## src/mrc_pkg.sv

```systemverilog
package mrc_pkg;
   // ==========================================================
   // Register indices (byte address is four times the index)
   localparam logic [7:0] IDX_INDIRECT_POINTER_B = 8'h04;
   localparam logic [7:0] IDX_PROGRAM_COUNTER_LOW = 8'h07;
   localparam logic [7:0] IDX_PROGRAM_COUNTER_MID = 8'h08;
   localparam logic [7:0] IDX_RESET_CAUSE = 8'h0f;
   localparam logic [7:0] IDX_GENERAL_RAM = 8'h13;
   localparam logic [7:0] IDX_PORT_A_DIRECTION = 8'h2d;
   localparam logic [7:0] IDX_PORT_B_DIRECTION = 8'h2f;
   localparam logic [7:0] IDX_PORT_C_DIRECTION = 8'h31;
   localparam logic [7:0] IDX_CPU_MODE_CONTROL = 8'h34;
   localparam logic [7:0] IDX_WATCHDOG_CTRL = 8'h40;
   localparam logic [7:0] IDX_IRQ_STATUS = 8'h41;
   localparam logic [7:0] IDX_IRQ_MASK = 8'h42;
   // ==========================================================
   // Field positions
   localparam int TIMEOUT_FLAG_BIT = 7;
   localparam int POWERDOWN_FLAG_BIT = 6;
   localparam int SPEED_SELECT_BIT = 0;
   localparam int SLEEP_SELECT_BIT = 1;
   localparam int GLOBAL_INT_BIT = 2;
   localparam int WATCHDOG_EN_BIT = 0;
   // ==========================================================
   // Initial values loaded by every chip reset
   localparam logic [7:0] INIT_ZERO = 8'h00;
   localparam logic [7:0] INIT_INDIRECT_POINTER_B = 8'h80;
   localparam logic [5:0] INIT_PORT_A_DIRECTION = 6'h3f;
   localparam logic [7:0] INIT_PORT_BC_DIRECTION = 8'hff;
   localparam logic [2:0] INIT_CPU_MODE_CONTROL = 3'h0;
   // ==========================================================
   // Timing
   localparam int CLK_PERIOD_NS = 10;
   localparam int ONE_SHORT_TIME_US = 7800;
   localparam int ONE_SHORT_CYCLES = (ONE_SHORT_TIME_US * 1000 + CLK_PERIOD_NS - 1) / CLK_PERIOD_NS;
   localparam int WATCHDOG_CYCLES = 16384;
   localparam int HOLD_CNT_W = 20;
   localparam int WDT_CNT_W = 20;
   // ==========================================================
   // Types
   typedef enum logic [1:0] {PIN_IDLE, PIN_HELD, PIN_FIRED} mrc_pin_state_type;
   typedef struct packed {
      logic watchdog;
      logic pin;
      logic power_on;
   } mrc_cause_type;
endpackage

```

## src/mrc_reset_ctrl.sv

```systemverilog
// The implementer's own choice: the APB register port.
`timescale 1ns/1ps
`default_nettype none
module mrc_reset_ctrl #(
   parameter int ONE_SHORT_CYC = mrc_pkg::ONE_SHORT_CYCLES,
   parameter int WDT_TIMEOUT_CYC = mrc_pkg::WATCHDOG_CYCLES
) (
   // Clock and reset
   input wire logic MCLK,
   input wire logic RST,
   // APB slave
   input wire logic PSEL,
   input wire logic PENABLE,
   input wire logic PWRITE,
   input wire logic [11:0] PADDR,
   input wire logic [31:0] PWDATA,
   output logic [31:0] PRDATA,
   output logic PREADY,
   output logic PSLVERR,
   // Pins and supply monitor
   input wire logic EXT_RESET_N_PIN,
   input wire logic POWER_GOOD,
   // Static options
   input wire logic RESET_MODE_ONE_SHORT,
   input wire logic INITIAL_MODE_OPTION,
   // CPU core events
   input wire logic WATCHDOG_CLEAR_INSTR,
   input wire logic SLEEP_ENTER,
   input wire logic WAKE_EVENT,
   // Reset and clock control outputs
   output logic CHIP_RESET,
   output logic CPU_HALT,
   output logic SPEED_SELECT,
   output logic SLOW_OSC_EN,
   output logic [15:0] PROGRAM_COUNTER,
   output logic IRQ
);
   // ==========================================================
   // Pin and supply synchronisers
   // A change is accepted only once stages two and three agree, so a
   // single-cycle glitch on the pin never starts a reset.
   logic [1:0] async_in;
   logic [1:0] filt_reg;
   assign async_in = {POWER_GOOD, EXT_RESET_N_PIN};

   genvar gi;
   generate
      for (gi = 0; gi < 2; gi++) begin : g_sync
         logic s1_reg, s2_reg, s3_reg;
         always_ff @(posedge MCLK) begin
            if (RST) begin
               s1_reg <= (gi == 0);
               s2_reg <= (gi == 0);
               s3_reg <= (gi == 0);
               filt_reg[gi] <= (gi == 0);
            end else begin
               s1_reg <= async_in[gi];
               s2_reg <= s1_reg;
               s3_reg <= s2_reg;
               if (s2_reg == s3_reg) begin
                  filt_reg[gi] <= s3_reg;
               end
            end
         end
      end
   endgenerate

   wire pin_low = !filt_reg[0];
   wire por_low = !filt_reg[1];

   // ==========================================================
   // Reset pin sequencing
   mrc_pkg::mrc_pin_state_type pin_state_reg, pin_state_next;
   logic [mrc_pkg::HOLD_CNT_W-1:0] hold_cnt_reg;
   wire hold_done = hold_cnt_reg == mrc_pkg::HOLD_CNT_W'(ONE_SHORT_CYC - 1);
   logic pin_fire;

   always_comb begin
      pin_state_next = pin_state_reg;
      pin_fire = 1'b0;
      unique case (pin_state_reg)
         mrc_pkg::PIN_IDLE: begin
            if (pin_low) begin
               pin_state_next = mrc_pkg::PIN_HELD;
            end
         end
         mrc_pkg::PIN_HELD: begin
            if (!RESET_MODE_ONE_SHORT && !pin_low) begin
               pin_fire = 1'b1;
               pin_state_next = mrc_pkg::PIN_IDLE;
            end else if (RESET_MODE_ONE_SHORT && !pin_low) begin
               pin_state_next = mrc_pkg::PIN_IDLE;
            end else if (RESET_MODE_ONE_SHORT && hold_done) begin
               pin_fire = 1'b1;
               pin_state_next = mrc_pkg::PIN_FIRED;
            end
         end
         mrc_pkg::PIN_FIRED: begin
            if (!pin_low) begin
               pin_state_next = mrc_pkg::PIN_IDLE;
            end
         end
      endcase
      if (por_low) begin
         pin_state_next = mrc_pkg::PIN_IDLE;
         pin_fire = 1'b0;
      end
   end

   wire [mrc_pkg::HOLD_CNT_W-1:0] hold_cnt_next =
      (pin_state_reg == mrc_pkg::PIN_HELD && pin_low) ? hold_cnt_reg + 1'b1 : '0;

   always_ff @(posedge MCLK) begin
      if (RST) begin
         pin_state_reg <= mrc_pkg::PIN_IDLE;
         hold_cnt_reg <= '0;
      end else begin
         pin_state_reg <= pin_state_next;
         hold_cnt_reg <= hold_cnt_next;
      end
   end

   // ==========================================================
   // Watchdog
   logic wd_en_reg;
   logic [mrc_pkg::WDT_CNT_W-1:0] wd_cnt_reg;
   wire wdt_expire = wd_en_reg && !por_low &&
      wd_cnt_reg == mrc_pkg::WDT_CNT_W'(WDT_TIMEOUT_CYC - 1);
   wire fire_any = pin_fire || wdt_expire;
   wire chip_rst_evt = por_low || fire_any;
   wire [mrc_pkg::WDT_CNT_W-1:0] wd_cnt_next =
      (chip_rst_evt || WATCHDOG_CLEAR_INSTR || !wd_en_reg) ? '0 : wd_cnt_reg + 1'b1;

   always_ff @(posedge MCLK) begin
      if (RST) begin
         wd_cnt_reg <= '0;
      end else begin
         wd_cnt_reg <= wd_cnt_next;
      end
   end

   // ==========================================================
   // Reset-cause flags (active low)
   logic to_n_reg, pd_n_reg;
   wire flag_pwr_pin = por_low || pin_low;
   wire to_n_next = flag_pwr_pin ? 1'b1 :
                    wdt_expire ? 1'b0 :
                    (SLEEP_ENTER || WATCHDOG_CLEAR_INSTR) ? 1'b1 : to_n_reg;
   wire pd_n_next = flag_pwr_pin ? 1'b1 :
                    wdt_expire ? pd_n_reg :
                    SLEEP_ENTER ? 1'b0 :
                    WATCHDOG_CLEAR_INSTR ? 1'b1 : pd_n_reg;

   // Flags only follow their own events, never the general reload
   always_ff @(posedge MCLK) begin
      if (RST) begin
         to_n_reg <= 1'b1;
         pd_n_reg <= 1'b1;
      end else begin
         to_n_reg <= to_n_next;
         pd_n_reg <= pd_n_next;
      end
   end

   // ==========================================================
   // APB decode
   wire apb_acc = PSEL && PENABLE && PREADY;
   wire apb_wr = apb_acc && PWRITE;
   wire apb_rd = apb_acc && !PWRITE;
   wire [7:0] idx = PADDR[9:2];
   wire in_range = PADDR[11:10] == 2'b00 && PADDR[1:0] == 2'b00;
   wire sel_fsr = in_range && idx == mrc_pkg::IDX_INDIRECT_POINTER_B;
   wire sel_pcl = in_range && idx == mrc_pkg::IDX_PROGRAM_COUNTER_LOW;
   wire sel_pcm = in_range && idx == mrc_pkg::IDX_PROGRAM_COUNTER_MID;
   wire sel_stat = in_range && idx == mrc_pkg::IDX_RESET_CAUSE;
   wire sel_ram = in_range && idx == mrc_pkg::IDX_GENERAL_RAM;
   wire sel_dca = in_range && idx == mrc_pkg::IDX_PORT_A_DIRECTION;
   wire sel_dcb = in_range && idx == mrc_pkg::IDX_PORT_B_DIRECTION;
   wire sel_dcc = in_range && idx == mrc_pkg::IDX_PORT_C_DIRECTION;
   wire sel_cpu = in_range && idx == mrc_pkg::IDX_CPU_MODE_CONTROL;
   wire sel_wdc = in_range && idx == mrc_pkg::IDX_WATCHDOG_CTRL;
   wire sel_ist = in_range && idx == mrc_pkg::IDX_IRQ_STATUS;
   wire sel_imk = in_range && idx == mrc_pkg::IDX_IRQ_MASK;
   wire sel_any = sel_fsr || sel_pcl || sel_pcm || sel_stat || sel_ram || sel_dca ||
      sel_dcb || sel_dcc || sel_cpu || sel_wdc || sel_ist || sel_imk;

   // ==========================================================
   // Special function registers
   logic [7:0] fsr_reg, pcl_reg, pcm_reg, ram_reg, dcb_reg, dcc_reg;
   logic [5:0] dca_reg;
   logic [2:0] cpu_reg;
   logic [2:0] cpu_next;
   always_comb begin
      cpu_next = cpu_reg;
      if (chip_rst_evt) begin
         cpu_next = mrc_pkg::INIT_CPU_MODE_CONTROL;
         cpu_next[mrc_pkg::SPEED_SELECT_BIT] = INITIAL_MODE_OPTION;
      end else if (apb_wr && sel_cpu) begin
         cpu_next = PWDATA[2:0];
      end
   end

   // A chip reset wins over a write in the same cycle
   always_ff @(posedge MCLK) begin
      if (RST || chip_rst_evt) begin
         fsr_reg <= mrc_pkg::INIT_INDIRECT_POINTER_B;
         pcl_reg <= mrc_pkg::INIT_ZERO;
         pcm_reg <= mrc_pkg::INIT_ZERO;
         dca_reg <= mrc_pkg::INIT_PORT_A_DIRECTION;
         dcb_reg <= mrc_pkg::INIT_PORT_BC_DIRECTION;
         dcc_reg <= mrc_pkg::INIT_PORT_BC_DIRECTION;
      end else if (apb_wr) begin
         if (sel_fsr) fsr_reg <= PWDATA[7:0];
         if (sel_pcl) pcl_reg <= PWDATA[7:0];
         if (sel_pcm) pcm_reg <= PWDATA[7:0];
         if (sel_dca) dca_reg <= PWDATA[5:0];
         if (sel_dcb) dcb_reg <= PWDATA[7:0];
         if (sel_dcc) dcc_reg <= PWDATA[7:0];
      end
   end

   // Mode bits; the block reset loads INIT_CPU_MODE_CONTROL alone, without the option
   always_ff @(posedge MCLK) begin
      if (RST) begin
         cpu_reg <= mrc_pkg::INIT_CPU_MODE_CONTROL;
      end else begin
         cpu_reg <= cpu_next;
      end
   end

   // General RAM survives chip resets; only the block reset clears it
   always_ff @(posedge MCLK) begin
      if (RST) begin
         ram_reg <= mrc_pkg::INIT_ZERO;
      end else if (apb_wr && sel_ram) begin
         ram_reg <= PWDATA[7:0];
      end
   end

   // Watchdog enable is not a reloaded register, so expiry cannot disarm it
   always_ff @(posedge MCLK) begin
      if (RST) begin
         wd_en_reg <= 1'b0;
      end else if (apb_wr && sel_wdc) begin
         wd_en_reg <= PWDATA[mrc_pkg::WATCHDOG_EN_BIT];
      end
   end

   // ==========================================================
   // Interrupts: sticky cause bits, cleared by reading them
   mrc_pkg::mrc_cause_type ist_reg, imk_reg, ist_evt;
   assign ist_evt = '{watchdog: wdt_expire, pin: pin_fire, power_on: por_low};
   // Only the bits actually returned are cleared, so an event landing
   // during the wait state is not lost
   wire [2:0] ist_keep = (apb_rd && sel_ist) ? ist_reg & ~PRDATA[2:0] : ist_reg;
   always_ff @(posedge MCLK) begin
      if (RST) begin
         ist_reg <= '0;
         imk_reg <= '0;
      end else begin
         ist_reg <= ist_keep | ist_evt;
         if (apb_wr && sel_imk) imk_reg <= PWDATA[2:0];
      end
   end

   // ==========================================================
   // Read mux; unimplemented bits read zero
   logic [31:0] rd_mux;
   always_comb begin
      rd_mux = 32'h0;
      if (sel_fsr) rd_mux[7:0] = fsr_reg;
      if (sel_pcl) rd_mux[7:0] = pcl_reg;
      if (sel_pcm) rd_mux[7:0] = pcm_reg;
      if (sel_stat) rd_mux[7:6] = {to_n_reg, pd_n_reg};
      if (sel_ram) rd_mux[7:0] = ram_reg;
      if (sel_dca) rd_mux[5:0] = dca_reg;
      if (sel_dcb) rd_mux[7:0] = dcb_reg;
      if (sel_dcc) rd_mux[7:0] = dcc_reg;
      if (sel_cpu) rd_mux[2:0] = cpu_reg;
      if (sel_wdc) rd_mux[0] = wd_en_reg;
      if (sel_ist) rd_mux[2:0] = ist_reg;
      if (sel_imk) rd_mux[2:0] = imk_reg;
   end

   // One wait state keeps PREADY and PRDATA registered
   wire ready_next = PSEL && PENABLE && !PREADY;
   always_ff @(posedge MCLK) begin
      if (RST) begin
         PREADY <= 1'b0;
         PRDATA <= 32'h0;
         PSLVERR <= 1'b0;
      end else begin
         PREADY <= ready_next;
         PRDATA <= ready_next && !PWRITE ? rd_mux : 32'h0;
         PSLVERR <= ready_next && !sel_any;
      end
   end

   // ==========================================================
   // Outputs
   wire halt_next = !RESET_MODE_ONE_SHORT && pin_state_next == mrc_pkg::PIN_HELD;
   wire osc_next = chip_rst_evt ? 1'b1 :
      (SLEEP_ENTER && !cpu_reg[mrc_pkg::SLEEP_SELECT_BIT]) ? 1'b0 :
      WAKE_EVENT ? 1'b1 : SLOW_OSC_EN;
   always_ff @(posedge MCLK) begin
      if (RST) begin
         CHIP_RESET <= 1'b1;
         CPU_HALT <= 1'b0;
         SPEED_SELECT <= 1'b0;
         SLOW_OSC_EN <= 1'b1;
         PROGRAM_COUNTER <= 16'h0;
         IRQ <= 1'b0;
      end else begin
         CHIP_RESET <= chip_rst_evt;
         CPU_HALT <= halt_next;
         SPEED_SELECT <= cpu_next[mrc_pkg::SPEED_SELECT_BIT];
         SLOW_OSC_EN <= osc_next;
         PROGRAM_COUNTER <= chip_rst_evt ? 16'h0 : {pcm_reg, pcl_reg};
         IRQ <= |((ist_keep | ist_evt) & imk_reg);
      end
   end

   localparam int HOLD_CNT_W_C = mrc_pkg::HOLD_CNT_W;
endmodule
`default_nettype wire

```

## config.mk

```make
export PLATFORM = sky130hd
export DESIGN_NAME = mrc_reset_ctrl
export DESIGN_NICKNAME = d
export VERILOG_FILES = /design/src/mrc_pkg.sv /design/src/mrc_reset_ctrl.sv
export SDC_FILE = /design/constraint.sdc
export NUM_CORES = 1
export LEC_CHECK = 0
export BUFFER_PORTS_ARGS = -buffer_cell sky130_fd_sc_hd__buf_2
export CORE_MARGIN = 4
export CORE_UTILIZATION = 60
export CTS_CLUSTER_DIAMETER = 200
export DETAILED_ROUTE_END_ITERATION = 7
export PLACE_DENSITY = 0.85
export SKIP_LAST_GASP = 1
export SYNTH_ARGS = -nofsm -noshare
export SYNTH_HDL_FRONTEND = slang
export SYNTH_SLANG_ARGS = --single-unit
```

## constraint.sdc

```tcl
create_clock -name MCLK -period 3.9 [get_ports MCLK]
set_input_delay 0.39 -clock MCLK [delete_from_list [all_inputs] [get_ports MCLK]]
set_output_delay 0.39 -clock MCLK [all_outputs]
set_load 0.005 [all_outputs]
```

# --- After elaboration in Yosys (flattened, before gate mapping) ---
# Cells that the tools add are included.
# W data, S select, Z words.
op_classes:
  eq_ne: 19
  reduce_logical: 79
  bitwise_logic: 7
  n_mux: 33
  add_sub_neg: 2
op_table:
  columns: ["cell", "count"]
  rows:
  - ["$mux W8", 6]
  - ["$add A20 B1 Y20 const B", 2]
  - ["$logic_and A1 B1 Y1", 33]
  - ["$eq A8 B6 Y1 const B", 4]
  - ["$eq A8 B7 Y1 const B", 3]
  - ["$eq A20 B14 Y1 const B", 1]
  - ["$eq A20 B20 Y1 const B", 1]
  - ["$logic_or A1 B1 Y1", 18]
  - ["$eq A8 B3 Y1 const B", 2]
  - ["$eq A8 B4 Y1 const B", 2]
  - ["$mux W1", 14]
  - ["$mux W2", 7]
  - ["$reduce_and A2 Y1", 7]
  - ["$mux W3", 4]
  - ["$reduce_or A2 Y1", 5]
  - ["$eq A8 B5 Y1 const B", 1]
  - ["$logic_not A1 Y1", 8]
  - ["$reduce_bool A2 Y1", 4]
  - ["$and A3 B3 Y3", 2]
  - ["$logic_not A2 Y1", 3]
  - ["$mux W6", 1]
  - ["$pmux W2 S3", 1]
  - ["$eq A2 B1 Y1 const B", 2]
  - ["$not A1 Y1", 3]
  - ["other kinds (5)", 6]
word_totals:
  elab_cells: 178
  ff_bits: 170
  out_inout_bits: 55

# --- Logic depth before layout (Yosys ltp) ---
logic_depth:
  word_depth: 16
  ltp_mapped: 10

# --- Least setup slack after synthesis ---
# OpenSTA, ideal clock, no wires.
synth_timing:
  path_kind: "input to register"
  start: "input port PADDR[11]"
  end: "register PRDATA[2]"
  path_slack_ns: 1.621
  path_buffers: 2
  stages: 8
  arrival_time_ns: 2.157
  setup_ns: 0.121
  cell_sequence: "or4_1 buf_2 or4b_1 buf_2 nor2_1 nor2_1 a221oi_2 nor3_1"
synth_between:
  elab_chain_cells: 13
  elab_cells_between_ends: 22
synth_rtl:
  columns: ["item", "line", "text"]
  rows:
  - ["from (decl)", "mrc_reset_ctrl.sv:15", "input wire logic [11:0] PADDR,"]
  - ["$logic_not A2 Y1 *", "mrc_reset_ctrl.sv:171", "wire in_range = PADDR[11:10] == 2'b00 && PADDR[1:0] == 2'b00;"]
  - ["$logic_and A1 B1 Y1 *", "mrc_reset_ctrl.sv:171", null]
  - ["$logic_and A1 B1 Y1", "mrc_reset_ctrl.sv:172", "wire sel_fsr = in_range && idx == mrc_pkg::IDX_INDIRECT_POINTER_B;"]
  - ["$mux W8", "mrc_reset_ctrl.sv:271", "if (sel_fsr) rd_mux[7:0] = fsr_reg;"]
  - ["$mux W8", "mrc_reset_ctrl.sv:272", "if (sel_pcl) rd_mux[7:0] = pcl_reg;"]
  - ["$mux W8", "mrc_reset_ctrl.sv:273", "if (sel_pcm) rd_mux[7:0] = pcm_reg;"]
  - ["$mux W8", "mrc_reset_ctrl.sv:275", "if (sel_ram) rd_mux[7:0] = ram_reg;"]
  - ["$mux W6", "mrc_reset_ctrl.sv:276", "if (sel_dca) rd_mux[5:0] = dca_reg;"]
  - ["$mux W8", "mrc_reset_ctrl.sv:277", "if (sel_dcb) rd_mux[7:0] = dcb_reg;"]
  - ["$mux W8", "mrc_reset_ctrl.sv:278", "if (sel_dcc) rd_mux[7:0] = dcc_reg;"]
  - ["$mux W3", "mrc_reset_ctrl.sv:279", "if (sel_cpu) rd_mux[2:0] = cpu_reg;"]
  - ["$mux W3", "mrc_reset_ctrl.sv:281", "if (sel_ist) rd_mux[2:0] = ist_reg;"]
  - ["$mux W3 *", "mrc_reset_ctrl.sv:282", "if (sel_imk) rd_mux[2:0] = imk_reg;"]
  - ["to (signal assigned)", "mrc_reset_ctrl.sv:294", "PRDATA <= ready_next && !PWRITE ? rd_mux : 32'h0;"]
  - ["to (decl)", "mrc_reset_ctrl.sv:17", "output logic [31:0] PRDATA,"]
# Every way passes the cells marked *; elsewhere a longest branch is shown, timed or not.
# A chain may end at the register's enable or synchronous reset.

# --- Worst setup path after layout ---
layout_timing:
  start: "register hold_cnt_reg[0] (netlist name)"
  end: "register pcm_reg[6]"
layout_between:
  elab_chain_cells: 10
layout_rtl:
  columns: ["item", "line", "text"]
  rows:
  - ["from (decl)", "mrc_reset_ctrl.sv:74", "logic [mrc_pkg::HOLD_CNT_W-1:0] hold_cnt_reg;"]
  - ["from (signal assigned)", "mrc_reset_ctrl.sv:119", "hold_cnt_reg <= hold_cnt_next;"]
  - ["$eq A20 B20 Y1", "mrc_reset_ctrl.sv:75", "wire hold_done = hold_cnt_reg == mrc_pkg::HOLD_CNT_W'(ONE_SHORT_CYC - 1);"]
  - ["$logic_and A1 B1 Y1", "mrc_reset_ctrl.sv:93", "end else if (RESET_MODE_ONE_SHORT && hold_done) begin"]
  - ["$mux W1", "mrc_reset_ctrl.sv:93", null]
  - ["$mux W1", "mrc_reset_ctrl.sv:91", "end else if (RESET_MODE_ONE_SHORT && !pin_low) begin"]
  - ["$mux W1", "mrc_reset_ctrl.sv:88", "if (!RESET_MODE_ONE_SHORT && !pin_low) begin"]
  - ["$mux W1", "mrc_reset_ctrl.sv:81", "unique case (pin_state_reg)"]
  - ["$mux W1", "mrc_reset_ctrl.sv:104", "if (por_low) begin"]
  - ["$logic_or A1 B1 Y1", "mrc_reset_ctrl.sv:129", "wire fire_any = pin_fire || wdt_expire;"]
  - ["$logic_or A1 B1 Y1", "mrc_reset_ctrl.sv:130", "wire chip_rst_evt = por_low || fire_any;"]
  - ["$logic_or A1 B1 Y1", "mrc_reset_ctrl.sv:205", "if (RST || chip_rst_evt) begin"]
  - ["to (signal assigned)", "mrc_reset_ctrl.sv:208", "pcm_reg <= mrc_pkg::INIT_ZERO;"]
  - ["to (signal assigned)", "mrc_reset_ctrl.sv:215", "if (sel_pcm) pcm_reg <= PWDATA[7:0];"]
  - ["to (decl)", "mrc_reset_ctrl.sv:189", "logic [7:0] fsr_reg, pcl_reg, pcm_reg, ram_reg, dcb_reg, dcc_reg;"]
# No other way between the ends.

==> run summary <==
STA
----------------------------------------------------------------------------------------
Setup violation total in the final timing report                                       0
Share of the clock period used by the worst path after layout                      72.4%
Sum of negative setup slack                                                         0 ps
Final clock skew                                                                 5.43 ps
Worst hold slack across all endpoints                                            61.0 ps
Final number of hold-violating endpoints                                               0
Setup repair after global routing missed its margin                                false
Slew HR                                                                            24.3%
Achievable frequency                                                             354 MHz
Final Max Tran Viols                                                                   0
Minimum clock period                                                             2820 ps
Actual transition at the worst max-transition pin                                1120 ps

LOGIC SYNTHESIS
----------------------------------------------------------------------------------------
Cell area after synthesis                                                      6410 um^2
Main combinational cell family by area after synthesis                      simple AND/OR/NAND/NOR gates
Post-synthesis register bit count                                                    146
Synthesized-area fraction occupied by adder cells                                 0.781%
Simple logic cell fraction of the synthesized area                                 28.5%
EDFF count, synth                                                                      0
Post-Synth XOR/XNOR Area                                                           4.51%
Synthesis warning total                                                                0
Cell variety after synth                                                              68
Dominant register cell in the synthesized netlist                           sky130_fd_sc_hd__dfxtp_1
Post-synthesis instance total                                                        733
Post-Syn Area per Cell                                                         8.75 um^2
Main area contributors after synthesis                                      sky130_fd_sc_hd__dfxtp_1 46%, sky130_fd_sc_hd__nand2_1 5.0%, sky130_fd_sc_hd__mux2i_1 5.0%, sky130_fd_sc_hd__nor2_1 4.9%, sky130_fd_sc_hd__nand3_1 4.7%
Compound-cell area share of the yosys netlist                                      9.45%
Portion of netlist area occupied by mux cells                                      5.17%
Fraction of synthesis flops using an asynchronous set or reset pin                    0%
Leading area contributor after synthesis                                    sky130_fd_sc_hd__dfxtp_1
Sequential fraction of the synthesis area                                          45.6%
Area share of the largest cell type after synthesis                                45.6%

FLOORPLANNING
----------------------------------------------------------------------------------------
Core Region                                                                   10400 um^2
Die X-Extent                                                                      111 um
Floorplan die area                                                            12400 um^2
Overall die height                                                                111 um
Number of cell rows                                                                   37
Top-Level Pins                                                                       111
Initial cell density of the core                                                   61.8%

WORST SETUP PATH
----------------------------------------------------------------------------------------
WS Path Type                                                                flop to flop
Data arrival, critical path                                                      3250 ps
Largest fanout on the critical path                                                   26
Category of the worst setup path capture point                                      flop
Endpoint required time on the critical path                                      4320 ps
Category of the worst setup path launch point                                       flop

CELLS AND AREA
----------------------------------------------------------------------------------------
Footprint of the multi-input gates                                             3200 um^2
Register cell area after layout                                                2920 um^2
Number of fillers in the final layout                                                788
Utilization after layout                                                           70.0%
Layout Area Growth over Synthesis                                                  13.2%
Final cell count without fillers                                                     932
Antenna cells                                                                          0
Number of nets in the final layout                                                   843
Share of final-layout standard cells stronger than drive strength 1                15.6%

POWER
----------------------------------------------------------------------------------------
Clock network fraction of total power                                              49.7%
Total power per unit cell area                                               437 nW/um^2
Internal portion of total power                                                0.00247 W
Worst vdd ir                                                                    0.244 mV
Leakage                                                                          2.71 nW
Sequential share of power                                                          47.3%
Switch share                                                                       22.0%
Comb pwr share                                                                      2.9%
Net switching power                                                           0.000698 W

GRT
----------------------------------------------------------------------------------------
Antenna violations before repair                                                       0
Largest net degree at the start of global routing                                     33
Overall track demand over capacity in global routing                               25.0%
Wire length of the first global-routing pass                                     25.6 mm
Remaining global-route overflow                                                        0
Via count of the first global-routing pass                                          5296

RUN
----------------------------------------------------------------------------------------
Count of maximum capacitance violations                                                0

PLACEMENT
----------------------------------------------------------------------------------------
Count of input and output buffers                                                     62
Final GP Congestion                                                                0.943
Total half-perimeter wirelength after legalization and detailed placement        11.1 mm
Post-placement cell count                                                            900

ROUTING
----------------------------------------------------------------------------------------
Routed wire length per instance                                                  16.9 um
Iteration-0 DRC Markers                                                              358
Residual antenna-violating net count after detailed routing                            0
Pre-antenna DRT Iters                                                                  5
Final wirelength                                                                 15.7 mm
Via-to-Cell Ratio                                                                   5.93
Via total after detailed routing                                                    5526
Detailed-route DRC error count                                                         0

CLOCKING
----------------------------------------------------------------------------------------
CTS H-tree lvls                                                                        4
CTS Buf Count                                                                         17
Clock latency of the later-clocked register in the worst-skew pair                520 ps
Worst-case clock buffer depth                                                          2
Hold buffer count at cts                                                               0
CTS resizes                                                                            0
TritonCTS clock tree                                                                 yes
Sinks on Clock Net                                                                   146
Post-CTS Setup Bufs                                                                    0
CTS clock-pin slew for the worst setup and hold paths                              60 ps
CTS root buf                                                                sky130_fd_sc_hd__clkbuf_8

WORST HOLD PATH
----------------------------------------------------------------------------------------
Worst hold-check path type                                                  primary input to flop

RUN STATUS
----------------------------------------------------------------------------------------
Outcome                                                                        completed

## power by group through the flow
stage	Clock (W)	Sequential (W)	Combinational (W)
floorplan	0	0.00153	0.0000678
global placement	0	0.00153	0.0000881
detailed placement	0	0.00153	0.0000890
CTS	0.00158	0.00150	0.0000897
global route	0.00167	0.00150	0.0000989
finish	0.00158	0.00150	0.0000931
## routing by layer
metal	global-route usage (%)	vias up	wire length, um
li1	-	2608	-
met1	31.9	2613	6520
met2	40.9	264	7590
met3	6.14	41	1230
met4	9.57	0	384
met5	0	-	0
## synthesized netlist by cell type (8+ instances only)
cell type and instances:
sky130_fd_sc_hd__nor2_1 83, sky130_fd_sc_hd__nand4_1 9, sky130_fd_sc_hd__nor4_1 10, sky130_fd_sc_hd__xor2_1 23, sky130_fd_sc_hd__nand3_1 60, sky130_fd_sc_hd__clkbuf_1 23, sky130_fd_sc_hd__nor3_1 14, sky130_fd_sc_hd__inv_1 10
sky130_fd_sc_hd__nor2b_1 8, sky130_fd_sc_hd__and2_1 20, sky130_fd_sc_hd__mux2i_1 32, sky130_fd_sc_hd__buf_4 26, sky130_fd_sc_hd__buf_2 8, sky130_fd_sc_hd__a21oi_1 33, sky130_fd_sc_hd__xnor2_1 10, sky130_fd_sc_hd__o21ai_0 9
sky130_fd_sc_hd__nand2_1 86, sky130_fd_sc_hd__dfxtp_1 146, sky130_fd_sc_hd__nor2_2 9, sky130_fd_sc_hd__nand2b_1 10
## stage by stage
step | setup WS (ps) | cell area [um^2] | total power [W]
after global placement | 963 | 6680 | 0.00162
after floorplan | 1620 | 6500 | 0.00160
final | 1080 | 7250 | 0.00317
after global routing | 820 | 7250 | 0.00327
after CTS | 1060 | 7250 | 0.00317
after detailed placement | 947 | 6680 | 0.00162
## critical path, cell delays in order (launching register included)
cell and delay, ps:
sky130_fd_sc_hd__dfxtp_1 330, sky130_fd_sc_hd__ha_1 260, sky130_fd_sc_hd__or4b_1 220, sky130_fd_sc_hd__nor4_1 60, sky130_fd_sc_hd__a21o_1 220, sky130_fd_sc_hd__and3b_1 440
sky130_fd_sc_hd__clkinv_1 790, sky130_fd_sc_hd__a21oi_1 390
## cell type report
type / instances / area share, %
inverter: 11 / 0.569
timing repair buffer: 67 / 4.79
clock inverter: 12 / 1.81
tap: 136 / 2.35
multi-input combinational: 540 / 44.0
clock buffer: 20 / 6.14
sequential: 146 / 40.3
## cells by family (layout without fill, tap and decap cells)
kind of cell	Yosys count	in the layout
compound gates	90	90
flops	146	146
xor+xnor	33	33
fa+ha+maj	4	4
simple gates	356	356
buf+inv	70	110
mux	33	33
other cells	1	24
## path summary, 6_finish.rpt
kind	slack, ps	cells after the start	to	from
min	60	2	g_sync[0].s1_reg	EXT_RESET_N_PIN
min reg2reg	420	1	g_sync[0].s2_reg	g_sync[0].s1_reg
max	1080	7	pcm_reg[6]	hold_cnt_reg[0]
max reg2reg	1080	7	pcm_reg[6]	hold_cnt_reg[0]
## layout by cell type (no fill, tap or decap), types with 4 or more instances in the layout
| master | netlist | routed |
|---|---|---|
| sky130_fd_sc_hd__a21oi_1 | 33 | 33 |
| sky130_fd_sc_hd__a22oi_1 | 7 | 7 |
| sky130_fd_sc_hd__and2_1 | 20 | 20 |
| sky130_fd_sc_hd__buf_2 | 8 | 62 |
| sky130_fd_sc_hd__buf_4 | 26 | 5 |
| sky130_fd_sc_hd__clkbuf_16 | 0 | 16 |
| sky130_fd_sc_hd__clkinvlp_4 | 0 | 4 |
| sky130_fd_sc_hd__conb_1 | 1 | 24 |
| sky130_fd_sc_hd__dfxtp_1 | 146 | 146 |
| sky130_fd_sc_hd__ha_1 | 4 | 4 |
| sky130_fd_sc_hd__inv_1 | 10 | 10 |
| sky130_fd_sc_hd__mux2i_1 | 32 | 32 |
| sky130_fd_sc_hd__nand2_1 | 86 | 86 |
| sky130_fd_sc_hd__nand2b_1 | 10 | 10 |
| sky130_fd_sc_hd__nand3_1 | 60 | 60 |
| sky130_fd_sc_hd__nand4_1 | 9 | 9 |
| sky130_fd_sc_hd__nor2_1 | 83 | 83 |
| sky130_fd_sc_hd__nor2_2 | 9 | 9 |
| sky130_fd_sc_hd__nor2b_1 | 8 | 8 |
| sky130_fd_sc_hd__nor3_1 | 14 | 14 |
| sky130_fd_sc_hd__nor4_1 | 10 | 10 |
| sky130_fd_sc_hd__nor4_2 | 4 | 4 |
| sky130_fd_sc_hd__o21ai_0 | 9 | 9 |
| sky130_fd_sc_hd__o221ai_1 | 4 | 4 |
| sky130_fd_sc_hd__o22ai_1 | 4 | 4 |
| sky130_fd_sc_hd__or2_2 | 5 | 5 |
| sky130_fd_sc_hd__or3_1 | 7 | 7 |
| sky130_fd_sc_hd__xnor2_1 | 10 | 10 |
| sky130_fd_sc_hd__xor2_1 | 23 | 23 |
(Power assumes the default switching activity.)
